[src/sdvf_regs.vh]
`ifndef SDVF_REGS_VH
`define SDVF_REGS_VH
// ---------------------------------------------------------------
// register offsets (8-bit subaddress)
// ---------------------------------------------------------------
`define SDVF_ADDR_SD_FILTER     8'h80
`define SDVF_ADDR_SD_MODE2      8'h82
`define SDVF_ADDR_SD_MODE3      8'h83
`define SDVF_ADDR_SD_MODE7      8'h87
`define SDVF_ADDR_SD_MODE8      8'h88
`define SDVF_ADDR_FSC_BYTE0     8'h8c
`define SDVF_ADDR_FSC_BYTE1     8'h8d
`define SDVF_ADDR_FSC_BYTE2     8'h8e
`define SDVF_ADDR_FSC_BYTE3     8'h8f
`define SDVF_ADDR_EB_GAIN       8'ha2
`define SDVF_ADDR_HD_MODE1      8'h31
`define SDVF_ADDR_HD_MODE3      8'h33
// ---------------------------------------------------------------
// field positions
// ---------------------------------------------------------------
`define SDVF_BIT_VBI_EN         4
`define SDVF_BIT_NONINTERLACED  1
`define SDVF_BIT_SQUARE_PIXEL   4
`define SDVF_BIT_PRPB_EBF       0
`define SDVF_BIT_EB_GAIN_EN     4
`define SDVF_BIT_SINC_DIS       3
`define SDVF_BIT_CGI_EN         0
// ---------------------------------------------------------------
// reset values and the gain step count
// ---------------------------------------------------------------
`define SDVF_RST_FSC            32'h21f07c1f
`define SDVF_RST_BYTE           8'h00
`define SDVF_EB_GAIN_STEPS      4'hd
// ---------------------------------------------------------------
// vbi line windows, cgi lines, interval ends and blank levels
// ---------------------------------------------------------------
`define SDVF_P525_FIRST         10'h00d
`define SDVF_P525_LAST          10'h02a
`define SDVF_P625_FIRST         10'h006
`define SDVF_P625_LAST          10'h02b
`define SDVF_NTSC_FIRST         10'h00a
`define SDVF_NTSC_LAST          10'h014
`define SDVF_PAL_FIRST          10'h007
`define SDVF_PAL_LAST           10'h016
`define SDVF_CGI_LINE_NTSC      10'h014
`define SDVF_CGI_LINE_PAL       10'h016
`define SDVF_CGI_LINE_P525      10'h029
`define SDVF_CGI_LINE_P625      10'h02b
`define SDVF_VBI_END_NTSC       10'h015
`define SDVF_VBI_END_PAL        10'h017
`define SDVF_VBI_END_P525       10'h02b
`define SDVF_VBI_END_P625       10'h02c
`define SDVF_BLANK_Y            8'h10
`define SDVF_BLANK_C            8'h80
`endif

[src/sdvf_ctrl.v]
`timescale 1ns/10ps
`default_nettype none
`include "sdvf_regs.vh"
// Summary of operation
// RULE_01: vbi enable cleared blanks the whole interval; separate sd and ed/hd bits.
// RULE_02: both vbi enable bits act the same in every master and slave mode.
// RULE_03: progressive 525 passes lines 13-42, 625 passes lines 6-43.
// RULE_04: sd vbi data allowed on lines 10-20 ntsc, 7-22 pal.
// RULE_05: sd slave mode 0 with vbi enabled overwrites the timing code blank bit.
// RULE_06: copy generation info still output when vbi pass-through is off.
// RULE_07: host computes subcarrier word as periods per line over clocks, times 2^32.
// RULE_08: subcarrier word byte 0 is least significant, byte 3 most.
// RULE_09: host writes the subcarrier bytes in ascending order, 0 to 3.
// RULE_10: previous subcarrier kept until byte 3 arrives, then whole word applied.
// RULE_11: host loads typical ntsc or pal subcarrier bytes at 0x8c-0x8f.
// RULE_12: noninterlaced bit accepts 240p or 288p input at double frame rate.
// RULE_13: noninterlaced uses 27 mhz clock; sync from codes or sync pins.
// RULE_14: noninterlaced mode keeps every normal ntsc and pal feature.
// RULE_15: host selects ntsc for 240p, pal for 288p, plus noninterlaced bit.
// RULE_16: square pixel mode uses its own clock; internal timing adjusts.
// RULE_17: sd luma and chroma filter selection through one control register.
// RULE_18: extended band gain enable gives 13 gain steps from a separate register.
// RULE_19: one bit switches the prpb extended band filter; else chroma lpf used.
// RULE_20: ed/hd sinc compensation on by default, one bit turns it off.
// RULE_21: 32-bit accumulator adds active subcarrier word each clock, wraps.
module sdvf_ctrl (
  input  wire        clock,
  input  wire        srst,
  // register port
  input  wire        reg_wr,
  input  wire        reg_rd,
  input  wire [7:0]  reg_addr,
  input  wire [7:0]  reg_wdata,
  output reg  [7:0]  reg_rdata,
  // pixel source
  input  wire [19:0] pix_data,
  input  wire        pix_valid,
  output wire        pix_ready,
  input  wire        line_start,
  input  wire        frame_start,
  input  wire        hd_path,
  input  wire        pal_std,
  input  wire        slave_mode0,
  input  wire        timing_code,
  // processed stream
  output reg  [19:0] out_data,
  output reg         out_valid,
  input  wire        out_ready,
  output reg         out_code_blank,
  // controls to the filter and timing datapath
  output reg  [31:0] fsc_phase,
  output reg  [31:0] fsc_active,
  output reg  [2:0]  luma_filter_sel,
  output reg  [2:0]  chroma_filter_sel,
  output reg         prpb_ebf_on,
  output reg         eb_gain_on,
  output reg  [3:0]  eb_gain_step,
  output reg         sinc_comp_on,
  output reg         noninterlaced,
  output reg         square_pixel,
  output reg  [9:0]  line_number
);
  // ---------------------------------------------------------------
  // register file
  // ---------------------------------------------------------------
  reg  [7:0]  filter_reg;
  reg  [7:0]  mode2_reg;
  reg  [7:0]  mode3_reg;
  reg  [7:0]  mode7_reg;
  reg  [7:0]  mode8_reg;
  reg  [7:0]  eb_gain_reg;
  reg  [7:0]  hd_mode1_reg;
  reg  [7:0]  hd_mode3_reg;
  reg  [7:0]  fsc_byte_reg [0:3];
  reg  [31:0] fsc_word_reg;
  reg  [9:0]  line_reg;
  wire [31:0] phase_w;
  wire [1:0]  std_sel;

  // ---------------------------------------------------------------
  // constants
  // ---------------------------------------------------------------
  localparam [31:0] RST_FSC    = `SDVF_RST_FSC;
  // blanked word: black luma, mid-scale chroma, 10-bit fields
  localparam [19:0] BLANK_WORD = {`SDVF_BLANK_Y, 2'b00,
                                  `SDVF_BLANK_C, 2'b00};
  // codes of {hd_path, pal_std}
  localparam [1:0]  STD_NTSC   = 2'b00;
  localparam [1:0]  STD_PAL    = 2'b01;
  localparam [1:0]  STD_P525   = 2'b10;
  localparam [1:0]  STD_P625   = 2'b11;
  localparam [9:0]  LINE_MAX   = 10'h3ff;

  // in-range check of a line against a window
  function in_win;
    input [9:0] ln;
    input [9:0] lo;
    input [9:0] hi;
    begin
      in_win = (ln >= lo) && (ln <= hi);
    end
  endfunction

  // ---------------------------------------------------------------
  // subcarrier byte staging
  // ---------------------------------------------------------------
  genvar gi;
  generate
    for (gi = 0; gi < 4; gi = gi + 1) begin : g_fsc
      always @(posedge clock) begin
        if (srst) begin
          fsc_byte_reg[gi] <= RST_FSC[8*gi +: 8]; // RULE_08
        end else if (reg_wr &&
                     reg_addr == (`SDVF_ADDR_FSC_BYTE0 + gi)) begin
          fsc_byte_reg[gi] <= reg_wdata; // RULE_08
        end
      end
    end
  endgenerate

  always @(posedge clock) begin
    if (srst) begin
      filter_reg   <= `SDVF_RST_BYTE;
      mode2_reg    <= `SDVF_RST_BYTE;
      mode3_reg    <= `SDVF_RST_BYTE;
      mode7_reg    <= `SDVF_RST_BYTE;
      mode8_reg    <= `SDVF_RST_BYTE;
      eb_gain_reg  <= `SDVF_RST_BYTE;
      hd_mode1_reg <= `SDVF_RST_BYTE;
      hd_mode3_reg <= `SDVF_RST_BYTE;
      fsc_word_reg <= `SDVF_RST_FSC;
    end else if (reg_wr) begin
      case (reg_addr)
        `SDVF_ADDR_SD_FILTER: filter_reg   <= reg_wdata; // RULE_17
        `SDVF_ADDR_SD_MODE2:  mode2_reg    <= reg_wdata;
        `SDVF_ADDR_SD_MODE3:  mode3_reg    <= reg_wdata;
        `SDVF_ADDR_SD_MODE7:  mode7_reg    <= reg_wdata;
        `SDVF_ADDR_SD_MODE8:  mode8_reg    <= reg_wdata;
        `SDVF_ADDR_EB_GAIN:   eb_gain_reg  <= reg_wdata;
        `SDVF_ADDR_HD_MODE1:  hd_mode1_reg <= reg_wdata;
        `SDVF_ADDR_HD_MODE3:  hd_mode3_reg <= reg_wdata;
        // bytes 0-2 are only staged; the word moves as one unit
        `SDVF_ADDR_FSC_BYTE3: fsc_word_reg <= {reg_wdata,
                                               fsc_byte_reg[2],
                                               fsc_byte_reg[1],
                                               fsc_byte_reg[0]}; // RULE_10
        default: ;
      endcase
    end
  end

  // ---------------------------------------------------------------
  // register read-back
  // ---------------------------------------------------------------
  // unmapped subaddresses read zero
  always @(posedge clock) begin
    if (srst) begin
      reg_rdata <= 8'h00;
    end else if (reg_rd) begin
      case (reg_addr)
        `SDVF_ADDR_SD_FILTER: reg_rdata <= filter_reg;
        `SDVF_ADDR_SD_MODE2:  reg_rdata <= mode2_reg;
        `SDVF_ADDR_SD_MODE3:  reg_rdata <= mode3_reg;
        `SDVF_ADDR_SD_MODE7:  reg_rdata <= mode7_reg;
        `SDVF_ADDR_SD_MODE8:  reg_rdata <= mode8_reg;
        `SDVF_ADDR_EB_GAIN:   reg_rdata <= eb_gain_reg;
        `SDVF_ADDR_HD_MODE1:  reg_rdata <= hd_mode1_reg;
        `SDVF_ADDR_HD_MODE3:  reg_rdata <= hd_mode3_reg;
        `SDVF_ADDR_FSC_BYTE0: reg_rdata <= fsc_byte_reg[0];
        `SDVF_ADDR_FSC_BYTE1: reg_rdata <= fsc_byte_reg[1];
        `SDVF_ADDR_FSC_BYTE2: reg_rdata <= fsc_byte_reg[2];
        `SDVF_ADDR_FSC_BYTE3: reg_rdata <= fsc_byte_reg[3];
        default:              reg_rdata <= 8'h00;
      endcase
    end
  end

  // ---------------------------------------------------------------
  // filter and mode decode
  // ---------------------------------------------------------------
  always @(posedge clock) begin
    if (srst) begin
      luma_filter_sel   <= 3'h0;
      chroma_filter_sel <= 3'h0;
      prpb_ebf_on       <= 1'b0;
      eb_gain_on        <= 1'b0;
      eb_gain_step      <= 4'h0;
      sinc_comp_on      <= 1'b1;
      noninterlaced     <= 1'b0;
      square_pixel      <= 1'b0;
      fsc_active        <= `SDVF_RST_FSC;
    end else begin
      luma_filter_sel   <= filter_reg[4:2]; // RULE_17
      chroma_filter_sel <= filter_reg[7:5]; // RULE_17
      prpb_ebf_on  <= mode2_reg[`SDVF_BIT_PRPB_EBF]; // RULE_19
      eb_gain_on   <= mode7_reg[`SDVF_BIT_EB_GAIN_EN]; // RULE_18
      // out-of-range steps clamp to the top of the 13
      if (eb_gain_reg[3:0] < `SDVF_EB_GAIN_STEPS) begin
        eb_gain_step <= eb_gain_reg[3:0]; // RULE_18
      end else begin
        eb_gain_step <= `SDVF_EB_GAIN_STEPS - 4'h1; // RULE_18
      end
      sinc_comp_on  <= ~hd_mode3_reg[`SDVF_BIT_SINC_DIS]; // RULE_20
      // 240p/288p reuses the ntsc/pal datapath untouched
      noninterlaced <= mode8_reg[`SDVF_BIT_NONINTERLACED]; // RULE_12 RULE_14
      square_pixel  <= mode2_reg[`SDVF_BIT_SQUARE_PIXEL]; // RULE_16
      fsc_active    <= fsc_word_reg; // RULE_10
    end
  end

  // ---------------------------------------------------------------
  // subcarrier phase
  // ---------------------------------------------------------------
  sdvf_fsc_acc u_acc (
    .clock       (clock),
    .srst        (srst),
    .phase_clear (1'b0),
    .fsc_word    (fsc_word_reg),
    .phase       (phase_w)
  );

  always @(posedge clock) begin
    if (srst) begin
      fsc_phase <= 32'h00000000;
    end else begin
      fsc_phase <= phase_w; // RULE_21
    end
  end

  // ---------------------------------------------------------------
  // line counter, fed by codes or sync pins alike
  // ---------------------------------------------------------------
  always @(posedge clock) begin
    if (srst) begin
      line_reg <= 10'h000;
    end else if (frame_start) begin
      line_reg <= 10'h001; // RULE_13
    end else if (line_start && line_reg != LINE_MAX) begin
      // held at the top so a lost frame pulse never wraps into the vbi
      line_reg <= line_reg + 10'h001;
    end
  end

  // ---------------------------------------------------------------
  // vbi gating
  // ---------------------------------------------------------------
  reg        vbi_en;
  reg        in_vbi;
  reg        data_ok;
  reg        cgi_line;
  reg        keep;
  reg [19:0] gated;

  assign std_sel = {hd_path, pal_std};

  always @* begin
    // mode bits ignored deliberately: same in master and slave
    vbi_en = hd_path ? hd_mode1_reg[`SDVF_BIT_VBI_EN]
                     : mode3_reg[`SDVF_BIT_VBI_EN]; // RULE_01 RULE_02
    case (std_sel)
      STD_NTSC: begin
        in_vbi   = line_reg < `SDVF_VBI_END_NTSC;
        data_ok  = in_win(line_reg, `SDVF_NTSC_FIRST,
                          `SDVF_NTSC_LAST); // RULE_04
        cgi_line = line_reg == `SDVF_CGI_LINE_NTSC;
      end
      STD_PAL: begin
        in_vbi   = line_reg < `SDVF_VBI_END_PAL;
        data_ok  = in_win(line_reg, `SDVF_PAL_FIRST,
                          `SDVF_PAL_LAST); // RULE_04
        cgi_line = line_reg == `SDVF_CGI_LINE_PAL;
      end
      STD_P525: begin
        in_vbi   = line_reg < `SDVF_VBI_END_P525;
        data_ok  = in_win(line_reg, `SDVF_P525_FIRST,
                          `SDVF_P525_LAST); // RULE_03
        cgi_line = line_reg == `SDVF_CGI_LINE_P525;
      end
      STD_P625: begin
        in_vbi   = line_reg < `SDVF_VBI_END_P625;
        data_ok  = in_win(line_reg, `SDVF_P625_FIRST,
                          `SDVF_P625_LAST); // RULE_03
        cgi_line = line_reg == `SDVF_CGI_LINE_P625;
      end
      default: begin
        // both select bits are two-valued; never taken
        in_vbi   = 1'b0;
        data_ok  = 1'b0;
        cgi_line = 1'b0;
      end
    endcase
  end

  // ---------------------------------------------------------------
  // blank decision
  // ---------------------------------------------------------------
  // decided at acceptance, so the buffer carries the result
  always @* begin
    keep  = ~in_vbi | (vbi_en & data_ok) |
            (cgi_line & mode3_reg[`SDVF_BIT_CGI_EN]); // RULE_01 RULE_06
    gated = keep ? pix_data : BLANK_WORD; // RULE_01
  end

  // ---------------------------------------------------------------
  // output buffer
  // ---------------------------------------------------------------
  wire [19:0] buf_data;
  wire        buf_valid;
  wire        buf_ready;

  assign buf_ready = ~out_valid | out_ready;

  sdvf_skid u_skid (
    .clock     (clock),
    .srst      (srst),
    .in_data   (gated),
    .in_valid  (pix_valid),
    .in_ready  (pix_ready),
    .out_data  (buf_data),
    .out_valid (buf_valid),
    .out_ready (buf_ready)
  );

  always @(posedge clock) begin
    if (srst) begin
      out_data       <= 20'h00000;
      out_valid      <= 1'b0;
      out_code_blank <= 1'b0;
      line_number    <= 10'h000;
    end else begin
      line_number <= line_reg;
      if (buf_ready) begin
        out_data  <= buf_data;
        out_valid <= buf_valid;
        // slave mode 0: regenerated blank bit lets vbi lines through
        // only the sd path carries a slave mode 0 code
        out_code_blank <= timing_code & slave_mode0 & ~hd_path &
                          in_vbi & ~(vbi_en & data_ok); // RULE_05
      end
    end
  end
endmodule // sdvf_ctrl
`default_nettype wire

[src/sdvf_fsc_acc.v]
`timescale 1ns/10ps
`default_nettype none
// ---------------------------------------------------------------
// subcarrier phase accumulator
// ---------------------------------------------------------------
module sdvf_fsc_acc (
  input  wire        clock,
  input  wire        srst,
  input  wire        phase_clear,
  input  wire [31:0] fsc_word,
  output reg  [31:0] phase
);
  // natural wrap of the 32-bit sum gives modulo 2^32
  always @(posedge clock) begin
    if (srst | phase_clear) begin
      phase <= 32'h00000000;
    end else begin
      phase <= phase + fsc_word; // RULE_21
    end
  end
endmodule // sdvf_fsc_acc
`default_nettype wire

[src/sdvf_skid.v]
`timescale 1ns/10ps
`default_nettype none
// ---------------------------------------------------------------
// two-entry buffer, full throughput, no word lost on a stall
// ---------------------------------------------------------------
module sdvf_skid (
  input  wire        clock,
  input  wire        srst,
  input  wire [19:0] in_data,
  input  wire        in_valid,
  output wire        in_ready,
  output wire [19:0] out_data,
  output wire        out_valid,
  input  wire        out_ready
);
  reg  [19:0] mem_reg [0:1];
  reg         wr_ptr_reg;
  reg         rd_ptr_reg;
  reg  [1:0]  count_reg;
  reg         ready_reg;
  wire [1:0]  count_next;
  wire        push;
  wire        pop;

  // ready is registered so the port comes straight from a flip-flop
  assign in_ready   = ready_reg;
  assign count_next = count_reg + {1'b0, push} - {1'b0, pop};
  assign out_valid = (count_reg != 2'd0);
  assign out_data  = mem_reg[rd_ptr_reg];
  assign push      = in_valid & in_ready;
  assign pop       = out_valid & out_ready;

  always @(posedge clock) begin
    if (push) begin
      mem_reg[wr_ptr_reg] <= in_data;
    end
    if (srst) begin
      wr_ptr_reg <= 1'b0;
      rd_ptr_reg <= 1'b0;
      count_reg  <= 2'd0;
      ready_reg  <= 1'b1;
    end else begin
      if (push) begin
        wr_ptr_reg <= ~wr_ptr_reg;
      end
      if (pop) begin
        rd_ptr_reg <= ~rd_ptr_reg;
      end
      count_reg <= count_next;
      ready_reg <= (count_next != 2'd2);
    end
  end
endmodule // sdvf_skid
`default_nettype wire
[config.mk]
export PLATFORM = sky130hd
export DESIGN_NAME = sdvf_ctrl
export DESIGN_NICKNAME = d
export VERILOG_FILES = /design/src/sdvf_ctrl.v /design/src/sdvf_fsc_acc.v /design/src/sdvf_skid.v
export VERILOG_INCLUDE_DIRS = /design/src
export SDC_FILE = /design/constraint.sdc
export NUM_CORES = 1
export LEC_CHECK = 0
export BUFFER_PORTS_ARGS = -buffer_cell sky130_fd_sc_hd__buf_4
export CAP_MARGIN = 20
export CORE_MARGIN = 8
export CORE_UTILIZATION = 40
export CTS_BUF_LIST = sky130_fd_sc_hd__clkbuf_16
export DETAILED_ROUTE_END_ITERATION = 6
export GPL_TIMING_DRIVEN = 1
export PLACE_DENSITY = 0.62
export SLEW_MARGIN = 20
export SYNTH_ARGS = -nofsm -noshare
export SYNTH_HDL_FRONTEND = slang
export SYNTH_SLANG_ARGS = --single-unit
[constraint.sdc]
create_clock -name clock -period 2.62 [get_ports clock]
set_clock_uncertainty 0.1 [all_clocks]
set_input_delay 0.262 -clock clock [delete_from_list [all_inputs] [get_ports clock]]
set_output_delay 0.262 -clock clock [all_outputs]
set_load 0.01 [all_outputs]
Yosys cells after proc, flatten, opt, wreduce, memory -nomap -nowiden
Memory sizes are Yosys's and may differ from the RTL's. A register that Yosys moved wholly into a read port is not among the register bits.
Index checks and enable logic that the tools add are counted.

word-level totals
  RAM bits = 72
  register bits after elaboration = 242
  bits of input ports = 48
  word-level logic and storage cells = 146
  output and inout bits = 120
  memories kept = 2

cells by class
  bitwise logic cells = 23
  order comparisons = 13
  muxes and demuxes = 29
  reduce and logical (&&, ||, !) cells = 23
  eq/ne operators = 21
  add/subtract/negate cells = 4

memories
  name            depth  bits a word  rd ports  clocked after memory_dff  wr ports  RTL line        source
  u_skid.mem_reg  2      20           1         1                         1         sdvf_skid.v:16  reg [19:0] mem_reg [0:1];
  fsc_byte_reg    4      8            4         0                         4         sdvf_ctrl.v:74  reg [7:0] fsc_byte_reg [0:3];

operators with widths
  cell                   count
  $pmux 8 s12            1
  $eq 8x8->1 const B     10
  $add 32x32->32         1
  $mux 8                 4
  $eq 10x5->1 const B    2
  $eq 10x6->1 const B    2
  $ge 10x3->1 const B    2
  $ge 10x4->1 const B    2
  $le 10x5->1 const B    2
  $le 10x6->1 const B    2
  $lt 10x5->1 const B    2
  $lt 10x6->1 const B    2
  $mux 20                1
  $mux 1                 19
  $reduce_and 2->1       9
  $eq 8x6->1 const B     2
  $pmux 1 s4             3
  $add 10x1->10 const B  1
  $ne 10x10->1 const B   1
  $logic_and 1x1->1      9
  $and 1x1->1            8
  $not 1->1              8
  $or 1x1->1             7
  $eq 2x2->1 const B     2
  9 further kinds        11

Logic depth before layout (Yosys ltp)
  depth after elaboration = 7
  mapped depth = 11
  gate-level depth less buffers = 10

Cells and area by module
From an unflattened synthesis, not the netlist that was laid out.

unflattened totals
  cell total of the unflattened synthesis = 1379
  area total of the unflattened synthesis = 14139.8 sq um

by module, submodules not included
  module        area an instance (sq um)  times used  cells an instance  seq. area each (sq um)
  sdvf_ctrl     9836.9                    1           974                5465.2
  sdvf_fsc_acc  2605.0                    1           317                640.6
  sdvf_skid     1697.9                    1           88                 1321.3

Least setup slack after synthesis
Ideal clock, no wire load.

  kind = register to register
  start point = register line_reg[0]
  end point = memory u_skid.mem_reg[0][0] (data pin)
  path buffers = 1
  path slack = 259 ps
  data required time = 2263 ps
  library setup time = 257 ps
  period minus slack after synthesis = 2361 ps
  arrival = 2004 ps
  stages on the path, launching flop included = 11
  cells stage by stage = dfxtp_1 -> inv_1 -> ha_1 -> nor3_1 -> nor2_1 -> a22o_1 -> o21ai_0 -> o2111ai_1 -> a31oi_1 -> clkbuf_1 -> and2b_1

on the way
  longest elaborated chain between the ends = 7
  elaborated cells between the ends (all ways) = 29
  those cells by class = 12 x order compare; 4 x eq/ne; 4 x mux; 5 x bitwise; 4 x reduce/logical

RTL lines
  element                                    RTL line         source
  from (decl)                                sdvf_ctrl.v:76   reg [9:0] line_reg;
  from (signal assigned)                     sdvf_ctrl.v:240  line_reg <= line_reg + 10'h001;
  $ge 10x3->1, or another cell as far along  sdvf_ctrl.v:100  in_win = (ln >= lo) && (ln <= hi);
  $logic_and 1x1->1                          sdvf_ctrl.v:100
  $pmux 1 s4                                 sdvf_ctrl.v:260  case (std_sel)
  $and 1x1->1                                sdvf_ctrl.v:299  keep = ~in_vbi | (vbi_en & data_ok) |
  $or 1x1->1                                 sdvf_ctrl.v:299
  $or 1x1->1 *                               sdvf_ctrl.v:299
  $mux 20 *                                  sdvf_ctrl.v:301  gated = keep ? pix_data : BLANK_WORD;
  via gated[0]                               sdvf_ctrl.v:252  reg [19:0] gated;
  to (decl)                                  sdvf_skid.v:16

The timed path passes the listed nets; every way through them passes the cells marked *.

Final worst setup path
  start point = register fsc_word_reg[7] (read register of fsc_byte_reg)
  end point = register u_acc.phase[28]

on the way
  longest elaborated chain between the ends = 1

RTL lines
  element               RTL line           source
  from (decl)           sdvf_ctrl.v:75     reg [31:0] fsc_word_reg;
  $add 32x32->32        sdvf_fsc_acc.v:18  phase <= phase + fsc_word;
  to (signal assigned)  sdvf_fsc_acc.v:18
  to (decl)             sdvf_fsc_acc.v:11  output reg [31:0] phase

Every way passes these cells.
A chain may end at the register's enable or synchronous reset.

==> parameters.txt <==
Parameter                              Value

Synthesis
  Simple-gate area share of the yosys netlist    around a fifth
  Ys async rst share    0%
  Most used standard cell by instance count after synthesis    sky130_fd_sc_hd__dfxtp_1
  Compound-Gate Fraction of Synth Area    about 13%
  Leading post-synthesis cells by cell area    sky130_fd_sc_hd__dfxtp_1 (38%), sky130_fd_sc_hd__edfxtp_1 (16%), sky130_fd_sc_hd__mux2i_1 (5.1%)
  Synth top area share    between 30% and 40%
  Syn_nets    1441
  Sequential cell area fraction in the yosys report    roughly 53%
  Flip-flop and latch count after synthesis    334
  Synthesized instance count    1355
  Most used DFF post-synth    sky130_fd_sc_hd__dfxtp_1
  Post-synth top cells    sky130_fd_sc_hd__dfxtp_1 (262), sky130_fd_sc_hd__nor2_1 (135), sky130_fd_sc_hd__nor2b_1 (99)
  Mean Syn Cell Area    between 10 and 15 µm²
  Leading area contributor after synthesis    sky130_fd_sc_hd__dfxtp_1
  Mapped Area    roughly 14000 µm²
  Number of library cell types mapped by synthesis    78
  XOR/XNOR share of the synthesized area    under 10%
  Arithmetic-cell share of the synthesized area counting full adders, half adders and majority gates    ~3.5%
  Number of enable-type register cells in the synthesized netlist    between 70 and 80
  Mux contribution to synthesized area    6.64%
  Number of synthesis warnings    0
  Combinational family with the most area after synthesis    simple AND/OR/NAND/NOR gates

Drt
  First-iteration detailed-routing DRC count    a little under 600
  Initial DRT Pass Iterations    7
  Via count    10.5k
  Routed wirelength normalized by instance count    approximately 18 µm
  Post-DR vias/cell    a little over 5
  Final WL    around 38 mm
  Count of nets left with antenna violations after detail routing    0
  Drc violations    0

Timing
  Max Clk Rate    0.398 GHz
  Count of final max-slew check failures    0
  Number of failing hold endpoints at the final stage    0
  Fin crit share    between 90% and 100%
  Worst hold slack    between 0.004 and 0.005 ns
  Worst slew margin relative to its limit    about half
  Least-Margin Pin Slew    about 0.74 ns
  Setup violations, final    0
  Total Neg Setup Slack    0 ns
  Time the final worst path needs with I/O delays and setup    2.51 ns

Critical path
  Number of buffers and inverters on the critical path    0
  Crit-path slowest cell    sky130_fd_sc_hd__or4_4
  Data arrival time of the critical path    between 2 and 3 ns
  Largest delay share family, worst path    compound AO/OA/AOI/OAI gates
  Kind of capture point of the worst setup path    flop
  Start of the worst register-to-register path    fsc_word_reg[7]
  Worst reg2reg path endpoint    u_acc.phase[28]
  Cells traversed along the worst timing path    ha_2 -> a21oi_2 -> o21ai_1 -> or4_4 -> o21a_1 -> o31a_1 -> nor3_1 -> nor3_2
  Delay of the slowest critical-path stage    around 0.5 ns
  Data required, critical path    ~2.9 ns
  Cell count of the worst reg-to-reg path    8
  Kind of start point of the critical path    flop
  Worst setup path category    reg -> reg
  Reg2Reg Setup Slack    0.11 ns
  Max Fanout on Critical Path    5

Power and ir drop
  Power Density    about 760 nW/µm²
  Net switching component of the power    roughly 3600 µW
  Int Power    9680 µW
  Fraction of power consumed by the clock network    a little under two fifths
  Sw Share    between 20 and 30%
  Combinational power share    around 18%
  Worst VDD drop    between 500 and 600 µV
  Pleak    roughly 0.007 µW
  Seq pwr share    between 40% and 50%

Clocking
  TritonCTS Buffers    38
  Clock transition at the register clock pins on the worst setup and hold paths after CTS    0.06 ns
  Maximum root-to-sink buffer count    3
  H-tree depth reported by CTS    2
  Master cell of the clock root buffer    sky130_fd_sc_hd__clkbuf_16
  Clock latency reported for the late side of the worst-skew pair    roughly 0.53 ns
  Count of clock tree sinks    ~330
  Clock tree from TritonCTS    built

Layout
  Ratio of cells with drive above 1 in the final layout    around 23%
  Area taken by flip-flops and latches    around 7400 µm²
  Antenna Diode Count    0
  Flip-flop count of the largest register after layout    40
  Total area of multi-input combinational cells    about 6200 µm²
  Final layout net count    approximately 1.7k
  Layout area overhead    25.3%
  # fillers    ~3.2k

Floorplanning
  Effective utilization at floorplan    40.5%
  Number of rows in the core area    68
  Height of the chip    203 µm
  I/O pin cnt    between 150 and 200
  Die extent in x    about 200 µm
  Total Die Area    approximately 40000 µm²
  CORE AREA    ~34000 µm²

GRT
  Largest net degree at the start of global routing    86
  Vias in the first global route    around 11k
  Total Routing Usage GR    between 15 and 20%
  Antenna violations before repair    0
  Remaining global-route overflow    0
  Global-route wire length before repair    between 50 and 60 mm

Placement
  Weighted congestion at the end of routability-driven global placement    0.893
  Detailed Place HPWL    about 27 mm
  Number of port buffers    167

Worst hold path
  Cells on Worst Hold Path    4
  Hold Path Origin    slave_mode0
  Min-Delay Endpoint    out_code_blank
  Class of the tightest hold or removal check    in -> reg

Run
  Max capacitance violation total    0

Outcome
  Result of the run    complete, no violations
-- layer usage --
layer  routed length [µm]  vias to the layer above  track usage, %
li1                     -                     5231               -
met1                16400                     4978            22.5
met2                18400                      252            30.6
met3                 2060                       52            3.59
met4                  688                        0            4.61
met5                    0                        -               0
-- tightest hold or removal path, delay by kind of cell --
family / cells / cell delay (ns)
AND/OR/NAND/NOR: 2 / 0.16
buffers and inverters: 1 / 0.11
AO/OA/AOI/OAI: 1 / 0.05
-- per-stage QoR --
step / util, % / area (µm²) / setup WS (ns) / power (µW) / instances
2_1_floorplan: - / 13900 / 0.259 / 7360 / 1355
3_3_place_gp: 46.2 / 15900 / 0.0626 / 8220 / 1953
3_5_place_dp: 46.2 / 15900 / 0.0514 / 8240 / 1953
4_1_cts: 50.5 / 17400 / 0.0316 / 13400 / 2049
5_1_grt: 50.7 / 17400 / -0.00309 / 13900 / 2049
6_report: 50.7 / 17400 / 0.109 / 13300 / 2049
-- cell type report --
type / count / area share [%]
sequential: 334 / 42.5
clock buffer: 40 / 5.74
tap: 455 / 3.26
timing repair buffer: 254 / 11.5
multi-input combinational: 923 / 35.6
clock inverter: 29 / 1.13
inverter: 14 / 0.301
-- layout by cell type (no fill, tap or decap), types with 9 or more instances in the layout --
| cell type | count |
|---|---|
| sky130_fd_sc_hd__nand3_1 | 42 |
| sky130_fd_sc_hd__o21ai_0 | 38 |
| sky130_fd_sc_hd__inv_1 | 23 |
| sky130_fd_sc_hd__xor2_1 | 18 |
| sky130_fd_sc_hd__o22a_1 | 13 |
| sky130_fd_sc_hd__and2_1 | 19 |
| sky130_fd_sc_hd__nor3_1 | 16 |
| sky130_fd_sc_hd__mux2i_1 | 71 |
| sky130_fd_sc_hd__buf_4 | 224 |
| sky130_fd_sc_hd__nor2_1 | 135 |
| sky130_fd_sc_hd__dfxtp_1 | 259 |
| sky130_fd_sc_hd__edfxtp_1 | 72 |
| sky130_fd_sc_hd__nand2_1 | 79 |
| sky130_fd_sc_hd__clkbuf_16 | 40 |
| sky130_fd_sc_hd__ha_1 | 34 |
| sky130_fd_sc_hd__a211oi_1 | 27 |
| sky130_fd_sc_hd__nor2b_1 | 98 |
| sky130_fd_sc_hd__a21o_1 | 15 |
| sky130_fd_sc_hd__a21oi_1 | 75 |
| sky130_fd_sc_hd__nand2b_1 | 21 |
| sky130_fd_sc_hd__a22o_1 | 19 |
| sky130_fd_sc_hd__mux2_2 | 9 |
| sky130_fd_sc_hd__nand4_1 | 15 |
| sky130_fd_sc_hd__or2_2 | 26 |
| sky130_fd_sc_hd__o21a_1 | 9 |
| sky130_fd_sc_hd__xnor2_1 | 15 |
| sky130_fd_sc_hd__dlygate4sd3_1 | 27 |
-- power groups by stage --
stage | logic, µW | registers [µW] | clock network [µW]
2_1_floorplan | 1420 | 5940 | 0
3_3_place_gp | 2260 | 5950 | 0
3_5_place_dp | 2280 | 5960 | 0
4_1_cts | 2320 | 5850 | 5210
5_1_grt | 2620 | 5880 | 5410
6_report | 2370 | 5840 | 5080
-- worst max path at each step --
stage	cells past startpoint	end	from	slack [ns]
after global routing	10	u_acc.phase[10]	fsc_word_reg[0]	-0.003
after global placement	8	u_acc.phase[27]	fsc_word_reg[4]	0.06
final	8	u_acc.phase[28]	fsc_word_reg[7]	0.11
after detailed placement	10	u_acc.phase[26]	fsc_word_reg[0]	0.05
after floorplan	10	u_skid.mem_reg[0][0]	line_reg[0]	0.26
after CTS	10	u_acc.phase[26]	fsc_word_reg[0]	0.03
-- kinds of logic after synthesis --
logic type	count (synthesis)
compound gates	261
xor+xnor	33
fa+ha+maj	38
buf+inv	98
flops	334
mux	85
simple gates	506
-- repair_timing --
action	CTS	global route
setup endpoints to repair	0	15
gates resized for setup	0	24
endpoints found under the hold margin	54	0
hold buffers	27	0
buffers inserted	0	0
Power figures use the tool's default switching activity.
